File: src/hdl/cfo_consts.svh
// offsets, field positions, reset values and timing counts of the clock fanout control
`ifndef CFO_CONSTS_SVH
`define CFO_CONSTS_SVH
// ----------------------------------------
// register map (byte addresses)
// ----------------------------------------
`define CFO_ADDR_ENABLE 12'h000
`define CFO_ADDR_STATUS 12'h004
`define CFO_ADDR_W 12
// ----------------------------------------
// reset values and field positions
// ----------------------------------------
`define CFO_ENABLE_RESET 8'hFF
`define CFO_STAT_RUN_LSB 0
`define CFO_STAT_STATE_LSB 8
`define CFO_STAT_FREQ_BIT 12
`define CFO_STAT_ADDR_BIT 13
`define CFO_STAT_MODE_LSB 14
`define CFO_STAT_PD_BIT 16
// ----------------------------------------
// timing
// ----------------------------------------
`define CFO_CLK_PERIOD_NS 10
`define CFO_STARTUP_DELAY_NS 100000
`define CFO_STARTUP_CYCLES ((`CFO_STARTUP_DELAY_NS + `CFO_CLK_PERIOD_NS - 1) / `CFO_CLK_PERIOD_NS)
`define CFO_PD_EDGES 2'h2
// ----------------------------------------
// three-level mode pin codes
// ----------------------------------------
`define CFO_LVL_HIGH 2'h3
`define CFO_LVL_MID 2'h1
`define CFO_LVL_LOW 2'h0
`endif

File: src/hdl/cfo_pkg.sv
// types of the clock fanout control
package cfo_pkg;
  // sequencer states, one-hot
  typedef enum logic [3:0] {
    ST_DELAY = 4'b0001,
    ST_READY = 4'b0010,
    ST_RUN = 4'b0100,
    ST_DOWN = 4'b1000
  } cfo_state_t;

  // loop mode chosen by the three-level pin
  typedef enum logic [1:0] {
    MODE_LOW_BW = 2'h0,
    MODE_BYPASS = 2'h1,
    MODE_HIGH_BW = 2'h2
  } cfo_mode_t;

  // configuration captured at first power-good
  typedef struct packed {
    logic freqSel100;
    logic busAddrSel;
    cfo_mode_t loopMode;
  } cfo_cfg_t;
endpackage

File: src/hdl/cfo_fanout_ctrl.sv
// output gating, power-good/power-down sequencing and apb registers of an 8-pair fanout buffer
// Function
// pair runs when pin low and bit set
// software enable bits high, reset enabled
// disabled pair drives both legs low
// enable pins resynchronised before use
// output start without runt pulse
// output stop without runt pulse
// frequency select pin picks 100/133 MHz
// power pin low tri-states, high runs
// first power-good captures configuration straps
// later, pin low requests clean power-down
// two low comp rises, off at fall
// controller drops request before stopping clock
// stopping reference before request is undefined
// mode pin: high bw, bypass, low bw
// wait startup delay after supply valid
// outputs off until power, clock, lock
// high=high bw, mid=bypass, low=low bw
// parameter selects disabled output level
//
// The APB register port and the register addresses are this design's own decisions.
`timescale 1ns/10ps
`include "cfo_consts.svh"

module cfo_fanout_ctrl #(
  parameter int NUM_OUT = 8,
  parameter int STARTUP_CYCLES = `CFO_STARTUP_CYCLES,
  parameter bit DISABLE_HIZ = 1'b0
) (
  // clock and reset
  input wire logic ref_clk,
  input wire logic reset_n,
  // apb slave
  input wire logic psel,
  input wire logic penable,
  input wire logic pwrite,
  input wire logic [31:0] paddr,
  input wire logic [31:0] pwdata,
  output logic [31:0] prdata,
  output logic pready,
  output logic pslverr,
  // asynchronous pins
  input wire logic [NUM_OUT-1:0] oe_n,
  input wire logic power_good_down_pin,
  input wire logic freq_sel_pin,
  input wire logic bus_addr_select,
  input wire logic [1:0] mode_level,
  input wire logic clk_valid,
  input wire logic pll_locked,
  // differential outputs
  output logic [NUM_OUT-1:0] diff_out_true,
  output logic [NUM_OUT-1:0] diff_out_comp,
  output logic [NUM_OUT-1:0] diff_out_oe,
  // captured configuration and state
  output cfo_pkg::cfo_cfg_t cfg,
  output logic powered_down
);

  localparam int SW = NUM_OUT + 7;

  // ----------------------------------------
  // pin synchronisers
  // ----------------------------------------
  logic [SW-1:0] syncA;
  logic [SW-1:0] syncB;
  wire logic [SW-1:0] rawPins = {oe_n, power_good_down_pin, freq_sel_pin, bus_addr_select, mode_level,
                                 clk_valid, pll_locked};

  // two-stage resync
  always_ff @(posedge ref_clk) begin
    if (!reset_n) begin
      syncA <= '0;
      syncB <= '0;
    end else begin
      syncA <= rawPins;
      syncB <= syncA;
    end
  end

  // named synchronised levels
  wire logic [NUM_OUT-1:0] oeNSync = syncB[SW-1:7];
  wire logic pwrPin = syncB[6];
  wire logic freqSync = syncB[5];
  wire logic addrSync = syncB[4];
  wire logic [1:0] modeSync = syncB[3:2];
  wire logic clkOk = syncB[1];
  wire logic lockOk = syncB[0];

  // ----------------------------------------
  // mode decode and configuration capture
  // ----------------------------------------
  // three-level decode
  wire cfo_pkg::cfo_mode_t decMode = (modeSync == `CFO_LVL_HIGH) ? cfo_pkg::MODE_HIGH_BW :
                                     (modeSync == `CFO_LVL_LOW) ? cfo_pkg::MODE_LOW_BW : cfo_pkg::MODE_BYPASS;
  wire cfo_pkg::cfo_cfg_t sampledCfg = '{freqSel100: freqSync, busAddrSel: addrSync, loopMode: decMode};

  // ----------------------------------------
  // sequencer
  // ----------------------------------------
  cfo_pkg::cfo_state_t state;
  cfo_pkg::cfo_state_t next_state;
  logic [31:0] delayCnt;
  logic cfgTaken;
  logic allOn;
  logic phase;
  logic [1:0] pdCount;

  wire logic delayDone = (delayCnt >= 32'(STARTUP_CYCLES - 1));
  // bypass needs no lock
  wire logic lockReady = lockOk || (cfg.loopMode == cfo_pkg::MODE_BYPASS && cfgTaken) ||
                         (!cfgTaken && decMode == cfo_pkg::MODE_BYPASS);
  wire logic readyGo = pwrPin && clkOk && lockReady;
  // comp leg rises at this edge when phase is high, falls when low
  wire logic compRise = phase;
  wire logic compFall = !phase;
  wire logic pdArmed = (pdCount == `CFO_PD_EDGES);

  // next state
  always_comb begin
    next_state = state;
    unique case (state)
      cfo_pkg::ST_DELAY: begin
        if (delayDone) begin
          next_state = cfo_pkg::ST_READY;
        end
      end
      cfo_pkg::ST_READY: begin
        if (readyGo) begin
          next_state = cfo_pkg::ST_RUN;
        end
      end
      cfo_pkg::ST_RUN: begin
        if (pdArmed && compFall) begin
          next_state = cfo_pkg::ST_DOWN;
        end
      end
      cfo_pkg::ST_DOWN: begin
        if (pwrPin) begin
          next_state = cfo_pkg::ST_READY;
        end
      end
    endcase
  end

  // startup delay counter
  always_ff @(posedge ref_clk) begin
    if (!reset_n) begin
      delayCnt <= '0;
    end else if (state == cfo_pkg::ST_DELAY && !delayDone) begin
      delayCnt <= delayCnt + 32'h0000_0001;
    end
  end

  // state register
  always_ff @(posedge ref_clk) begin
    if (!reset_n) begin
      state <= cfo_pkg::ST_DELAY;
    end else begin
      state <= next_state;
    end
  end

  // capture straps on first assertion only
  always_ff @(posedge ref_clk) begin
    if (!reset_n) begin
      cfgTaken <= 1'b0;
      cfg <= '0;
    end else if (!cfgTaken && state == cfo_pkg::ST_READY && readyGo) begin
      cfgTaken <= 1'b1;
      cfg <= sampledCfg;
    end
  end

  // count consecutive comp rises with request low
  always_ff @(posedge ref_clk) begin
    if (!reset_n || state != cfo_pkg::ST_RUN) begin
      pdCount <= '0;
    end else if (compRise) begin
      if (pwrPin) begin
        pdCount <= '0;
      end else if (!pdArmed) begin
        pdCount <= pdCount + 2'h1;
      end
    end
  end

  // global output on flag
  always_ff @(posedge ref_clk) begin
    if (!reset_n) begin
      allOn <= 1'b0;
    end else begin
      allOn <= (next_state == cfo_pkg::ST_RUN);
    end
  end

  // output phase toggles each edge
  always_ff @(posedge ref_clk) begin
    if (!reset_n) begin
      phase <= 1'b0;
    end else begin
      phase <= !phase;
    end
  end

  // ----------------------------------------
  // apb registers
  // ----------------------------------------
  logic [NUM_OUT-1:0] swEnable;
  wire logic [`CFO_ADDR_W-1:0] regAddr = paddr[`CFO_ADDR_W-1:0];
  wire logic hitEnable = (regAddr == `CFO_ADDR_ENABLE);
  wire logic hitStatus = (regAddr == `CFO_ADDR_STATUS);
  wire logic accessDone = psel && penable && pready;
  wire logic swWrite = accessDone && pwrite && hitEnable;
  logic [NUM_OUT-1:0] gate;
  wire logic [31:0] statusWord = 32'(gate) | (32'(state) << `CFO_STAT_STATE_LSB) |
                                 (32'(cfg.freqSel100) << `CFO_STAT_FREQ_BIT) |
                                 (32'(cfg.busAddrSel) << `CFO_STAT_ADDR_BIT) |
                                 (32'(cfg.loopMode) << `CFO_STAT_MODE_LSB) |
                                 (32'(state == cfo_pkg::ST_DOWN) << `CFO_STAT_PD_BIT);
  wire logic [31:0] readWord = hitEnable ? 32'(swEnable) : hitStatus ? statusWord : 32'h0000_0000;

  // enable bits reset to enabled
  always_ff @(posedge ref_clk) begin
    if (!reset_n) begin
      swEnable <= NUM_OUT'(`CFO_ENABLE_RESET);
    end else if (swWrite) begin
      swEnable <= pwdata[NUM_OUT-1:0];
    end
  end

  // one wait state, then ready with data
  always_ff @(posedge ref_clk) begin
    if (!reset_n) begin
      pready <= 1'b0;
      prdata <= '0;
      pslverr <= 1'b0;
    end else begin
      pready <= psel && penable && !pready;
      prdata <= readWord;
      pslverr <= psel && penable && !pready && !hitEnable && !hitStatus;
    end
  end

  // ----------------------------------------
  // per-pair gating and drivers
  // ----------------------------------------
  // pin low and bit set
  wire logic [NUM_OUT-1:0] want = ~oeNSync & swEnable & {NUM_OUT{allOn}};

  genvar gi;
  generate
    for (gi = 0; gi < NUM_OUT; gi = gi + 1) begin : g_pair
      // change only as true leg falls
      wire logic next_gate = (phase || !allOn) ? want[gi] : gate[gi];
      always_ff @(posedge ref_clk) begin
        if (!reset_n) begin
          gate[gi] <= 1'b0;
          diff_out_true[gi] <= 1'b0;
          diff_out_comp[gi] <= 1'b0;
          diff_out_oe[gi] <= 1'b0;
        end else begin
          // disabled pair low on both legs
          diff_out_true[gi] <= next_gate && !phase;
          diff_out_comp[gi] <= next_gate && phase;
          gate[gi] <= next_gate;
          // disabled level low/low or hi-z
          diff_out_oe[gi] <= (next_state == cfo_pkg::ST_RUN) && (next_gate || !DISABLE_HIZ);
        end
      end
    end
  endgenerate

  // power-down indicator
  always_ff @(posedge ref_clk) begin
    if (!reset_n) begin
      powered_down <= 1'b0;
    end else begin
      powered_down <= (next_state == cfo_pkg::ST_DOWN);
    end
  end

  // ----------------------------------------
  // assertions
  // ----------------------------------------
  chk_enable_reset: assert property (@(posedge ref_clk) $past(!reset_n) && reset_n |-> swEnable == 8'hFF)
    else $error("enable bits not set after reset");
  chk_pin_gates: assert property (@(posedge ref_clk) disable iff (!reset_n)
    $rose(gate[0]) |-> $past(!oeNSync[0] && swEnable[0]))
    else $error("pair started without pin and bit");
  chk_off_low: assert property (@(posedge ref_clk) disable iff (!reset_n)
    !gate[0] |-> !diff_out_true[0] && !diff_out_comp[0])
    else $error("disabled pair toggles");
  chk_start_clean: assert property (@(posedge ref_clk) disable iff (!reset_n)
    $rose(gate[0]) |-> !diff_out_true[0] && diff_out_comp[0])
    else $error("start not on full phase");
  chk_stop_clean: assert property (@(posedge ref_clk) disable iff (!reset_n)
    $fell(gate[0]) && $past(allOn) |-> $past(diff_out_true[0]))
    else $error("stop cut a high pulse");
  chk_pd_edges: assert property (@(posedge ref_clk) disable iff (!reset_n)
    $rose(powered_down) |-> $past(pdCount) == 2'h2 && $past(!phase))
    else $error("power-down without two low edges");
  chk_pd_tristate: assert property (@(posedge ref_clk) disable iff (!reset_n)
    powered_down |-> diff_out_oe == '0)
    else $error("outputs driven while powered down");
  chk_cfg_once: assert property (@(posedge ref_clk) disable iff (!reset_n)
    $past(cfgTaken) |-> $stable(cfg))
    else $error("configuration changed after capture");
  chk_startup_wait: assert property (@(posedge ref_clk) disable iff (!reset_n)
    $past(state) == cfo_pkg::ST_DELAY && state != cfo_pkg::ST_DELAY |-> $past(delayCnt) == 32'(STARTUP_CYCLES - 1))
    else $error("startup delay cut short");
  chk_run_needs: assert property (@(posedge ref_clk) disable iff (!reset_n)
    $rose(allOn) |-> $past(pwrPin && clkOk && lockReady))
    else $error("outputs on without power and clock");
  chk_mode_decode: assert property (@(posedge ref_clk) disable iff (!reset_n)
    modeSync == 2'h3 |-> decMode == cfo_pkg::MODE_HIGH_BW)
    else $error("high level not decoded as high bandwidth");
  chk_apb_ready: assert property (@(posedge ref_clk) disable iff (!reset_n)
    psel && penable && !pready |=> pready) // apb wait state
    else $error("apb answer late");
  // pin resync, gate phase, capture, power-down, outputs off outside run and disabled level
  chk_sync_delay: assert property (@(posedge ref_clk) disable iff (!reset_n)
    $past(reset_n) && $past(reset_n, 2) |-> oeNSync == $past(oe_n, 2))
    else $error("enable pins not two flops late");
  chk_gate_phase: assert property (@(posedge ref_clk) disable iff (!reset_n)
    $changed(gate[0]) && $past(allOn) |-> $past(phase))
    else $error("pair gate changed mid period");
  chk_freq_capture: assert property (@(posedge ref_clk) disable iff (!reset_n)
    $rose(cfgTaken) |-> cfg.freqSel100 == $past(freqSync))
    else $error("frequency strap not captured");
  chk_pd_stays: assert property (@(posedge ref_clk) disable iff (!reset_n)
    powered_down && !pwrPin |=> powered_down)
    else $error("left power-down while request low");
  chk_pd_clear: assert property (@(posedge ref_clk) disable iff (!reset_n)
    state == cfo_pkg::ST_RUN && compRise && pwrPin |=> pdCount == 2'h0)
    else $error("edge count kept after request high");
  chk_off_all: assert property (@(posedge ref_clk) disable iff (!reset_n)
    !allOn |-> diff_out_oe == '0)
    else $error("pairs driven outside run");
  chk_hiz_level: assert property (@(posedge ref_clk) disable iff (!reset_n)
    allOn && !gate[0] |-> diff_out_oe[0] == !DISABLE_HIZ)
    else $error("disabled pair level not as chosen");

endmodule

File: config.mk
export PLATFORM = sky130hd
export DESIGN_NAME = cfo_fanout_ctrl
export DESIGN_NICKNAME = d
export VERILOG_FILES = /design/src/hdl/cfo_pkg.sv /design/src/hdl/cfo_fanout_ctrl.sv
export VERILOG_INCLUDE_DIRS = /design/src /design/src/hdl
export SDC_FILE = /design/constraint.sdc
export NUM_CORES = 1
export LEC_CHECK = 0
export BUFFER_PORTS_ARGS = -buffer_cell sky130_fd_sc_hd__buf_4
export CAP_MARGIN = 20
export CORE_ASPECT_RATIO = 1.25
export CORE_UTILIZATION = 30
export CTS_BUF_LIST = sky130_fd_sc_hd__clkbuf_16
export CTS_CLUSTER_DIAMETER = 40
export DETAILED_ROUTE_END_ITERATION = 12
export SYNTH_ARGS = -nofsm -noshare
export SYNTH_HDL_FRONTEND = slang
export SYNTH_SLANG_ARGS = --single-unit
File: constraint.sdc
create_clock -name ref_clk -period 1.8 [get_ports ref_clk]
set_input_delay 0.36 -clock ref_clk [delete_from_list [all_inputs] [get_ports ref_clk]]
set_output_delay 0.36 -clock ref_clk [all_outputs]
set_load 0.01 [all_outputs]
==> results.md <==
- Sequential area share after synthesis: 0.570
- Initial antenna violation count: 0
- Critical path type: flop to flop
- Unrepaired setup endpoints after global routing: true
- FP Rows: 49
- Fmax: 544 MHz
- WHS Path Cells: 2
- Net switching power: 0.00133 W
- Post-route cell area: 0.00637 sq mm
- HPWL Detailed: 6.61 mm
- I/O pins: 147
- Top-area cell type share of the netlist area: 0.570
- Number of global-route vias before repair: 3,256
- Pin count of the biggest net entering global routing: 48
- Outcome: complete, but fails checks
- First-pass GRT wire length: roughly 15 mm
- Crit. End Element: flop
- Cells after synthesis: roughly 420
- Fin crit share: 1.02
- CP most frequent cell: buf_6
- Final Non-Filler Cells: 731
- Hold Path Class: input pin to flop
- CTS tree: built
- Die ar.: between 0.015 and 0.02 sq mm
- 1st-iter DRT viols: 120
- Yosys top cell by area: dfxtp_1
- CTS sink cnt: 127
- Pint: 0.00528 W
- # diodes: 0
- Leakage: 2.81 nW
- GPL Wtd Cong: approximately 0.8
- Die width: approximately 110 um
- DRC violations left: 18
- Critical Path RT: 2130 ps
- Synthesized area: approximately 0.0045 sq mm
- Dpl cell area: 0.00544 sq mm
- Fraction of registers with async set/reset: 0
- CTS Buf Count: 17
- Placed instance count: 690
- Crit start category: flop
- Maxcap violations: 0
- Reg2reg start: delayCnt[21]$_SDFFE_PN0P_
- Crit path time final: 1840 ps
- Clock root buffer: clkbuf_16
- Routed wire per std cell: ~13 um
- Final count of pins violating max slew: 0
- Worst-Skew Late Latency: 410 ps
- Max stage delay on crit path: 320 ps
- Combinational cell fraction of total power: 0.032
- Yosys warns: 0
- Initial core utilization: 0.308
- Final Hold Viols: 0
- Clk buf depth: 2
- Clock Skew: 4.22 ps
- Worst Hold Margin: 156 ps
- Synth Register Bits: 127
- CTS Hold Bufs: 0
- Reg2Reg Depth: 8
- Core footprint: between 0.01 and 0.015 sq mm
- Final net count: 627
- Clk pwr share: 0.534
- IO Port Bufs: 87
- Total gr overflow: 0
- Failing checks: DRC, setup timing
- DR vias: 3,223
- Mean Syn Cell Area: 10.7 sq um
- WHS Endpoint: syncA[12]$_SDFF_PN0_
- Die Ht: ~140 um
- Worst path slowest cell: dfxtp_2
- Worst R2R End: powered_down$_SDFF_PN0_
- Crit path cell chain: nor4_2 > nand3_1 > buf_6 > buf_6 > nor3_4 > a211o_1 > nand4_1 > nor3b_4
- Area contributors post-synth: dfxtp_1 (57%), and2_1 (9.3%), mux2i_1 (4.7%)
- Final core utilization: 0.440
- H-tree depth: 4
- Reg2Reg Setup Slack: -40 ps
- Share of cells above drive strength 1: 0.389
- Final wirelength: 9.67 mm
- Post-synth EDFFs: 0
- GRT Util Overall: 0.129
- CP Max Fanout: 3
- DR pass1 iterations: 9
- Sequential share of power: 0.434
- Hold Crit Start: oe_n[5]
- Netlist cell types: 42
- Final WS setup: -38.5 ps
- Synth Flop Type: dfxtp_1
- Post-route ant nets: 0
- Pwr dens: 1040 mW/mm^2
- Setup violators final: 4
- Clock Pin Slew Worst Setup and Hold Paths: 60 ps
- Peak supply drop: 0.564 mV
- Switching Fraction: 0.202
- Arrival time at the worst endpoint: 2170 ps
- Via-per-instance ratio: ~4.4
- P&R area growth vs syn: 42.9%
## area by class of cell
type | instances | area [sq um]
clock buffers | 17 | 425
fillers | 1364 | 8100
multi-input cells | 255 | 1930
well taps | 178 | 223
inverters | 8 | 30.0
clock inverters | 15 | 194
repair buffers | 131 | 1020
flip-flops and latches | 127 | 2550
## sequential cells by signal (all words and copies together), names as in the netlist
| name | count |
|---|---|
| cfg | 4 |
| cfgTaken | 1 |
| compRise | 1 |
| delayCnt | 32 |
| diff_out_comp | 8 |
| diff_out_oe | 1 |
| diff_out_true | 8 |
| gate | 8 |
| pdCount | 2 |
| powered_down | 1 |
| prdata | 17 |
| pready | 1 |
| pslverr | 1 |
| state | 4 |
| swEnable | 8 |
| syncA | 15 |
| syncB | 15 |
## metal layers
metal	track usage	wire length [um]	part of all wire
met5	0	0	0
met2	0.213	4860	0.50
met1	0.146	4090	0.42
met4	0.0669	154	0.016
met3	0.0478	572	0.059
## logic make-up (layout without fill, tap and decap cells)
family,Yosys count,after routing,share of synthesized area
adders and majority gates,3,3,0.00842
other,1,15,0.000841
buffers and inverters,48,171,0.0634
and+or+nand+nor,190,190,0.259
AOI/OAI and AO/OA,14,14,0.0275
DFF,127,127,0.570
muxes,21,21,0.0471
xor gates and xnor gates,12,12,0.0236
## metrics by stage
stage / worst slack, ps / TNS, ps / total power, W
detailed placement: -189 / -2970 / 0.00314
finish: -38.5 / -97.8 / 0.00662
global placement: -197 / -2260 / 0.00313
CTS: -23.7 / -40.2 / 0.00671
global route: -159 / -1160 / 0.00685
floorplan: 4.86 / 0 / 0.00305
## cells in the mapped netlist (2+ instances only)
library cell,instances
inv_1,8
and3_1,11
mux2i_1,21
nor2_1,16
nor4b_1,2
and2_1,66
clkbuf_1,12
xnor2_1,10
a21boi_0,2
nand2_1,22
nor3b_1,12
buf_4,27
nand3_1,12
ha_1,3
nor2b_1,11
a41oi_1,2
nand4_1,7
nor4_2,2
a21oi_1,2
xor2_1,2
nor4_4,2
nor3_1,5
nor4_1,7
or2_2,8
dfxtp_1,127
## timing repair
| item | CTS | global route |
|---|---|---|
| gates resized for setup | 15 | 33 |
| setup buffers | 6 | 4 |
| pin swaps | 7 | 19 |
| setup endpoints to repair | 21 | 21 |
## power by group through the flow
stage | logic, W | clock network (W) | registers [W]
6_report | 0.000213 | 0.00353 | 0.00287
5_1_grt | 0.000235 | 0.00374 | 0.00288
4_1_cts | 0.000209 | 0.00363 | 0.00287
3_5_place_dp | 0.000203 | 0 | 0.00293
3_3_place_gp | 0.000198 | 0 | 0.00293
2_1_floorplan | 0.000120 | 0 | 0.00293
## cell usage in the layout (no fill, tap or decap), types with 3 or more instances in the layout
cell type / instances
and2_1: 66
and3_1: 11
buf_4: 124
buf_6: 6
bufinv_16: 4
clkbuf_16: 17
clkinvlp_4: 4
conb_1: 15
dfxtp_1: 118
dfxtp_2: 9
inv_1: 9
mux2i_1: 21
nand2_1: 18
nand3_1: 6
nand3_2: 4
nand4_1: 7
nor2_1: 14
nor2b_1: 10
nor3_1: 4
nor3b_1: 9
nor4_1: 3
nor4_4: 6
or2_2: 8
xnor2_1: 10
## worst max-delay path by stage
stage	startpoint	to	slack, ps	cells after the start
after floorplan	state[1]$_SDFF_PN0_	delayCnt[10]$_SDFFE_PN0P_	5	6
after global placement	paddr[9]	swEnable[0]$_SDFFE_PN1P_	-200	8
after detailed placement	paddr[9]	swEnable[2]$_SDFFE_PN1P_	-190	8
after CTS	delayCnt[7]$_SDFFE_PN0P_	delayCnt[8]$_SDFFE_PN0P_	-20	8
after global routing	delayCnt[21]$_SDFFE_PN0P_	powered_down$_SDFF_PN0_	-160	8
final	delayCnt[21]$_SDFFE_PN0P_	powered_down$_SDFF_PN0_	-40	8
## critical path, delay by kind of cell (launching register included)
family / cells / cell delay, ps
buffers and inverters: 2 / 270
flip-flops: 1 / 320
AND/OR/NAND/NOR: 5 / 980
AO/OA/AOI/OAI: 1 / 180
Note: power is estimated with default switching activity, not from simulation.
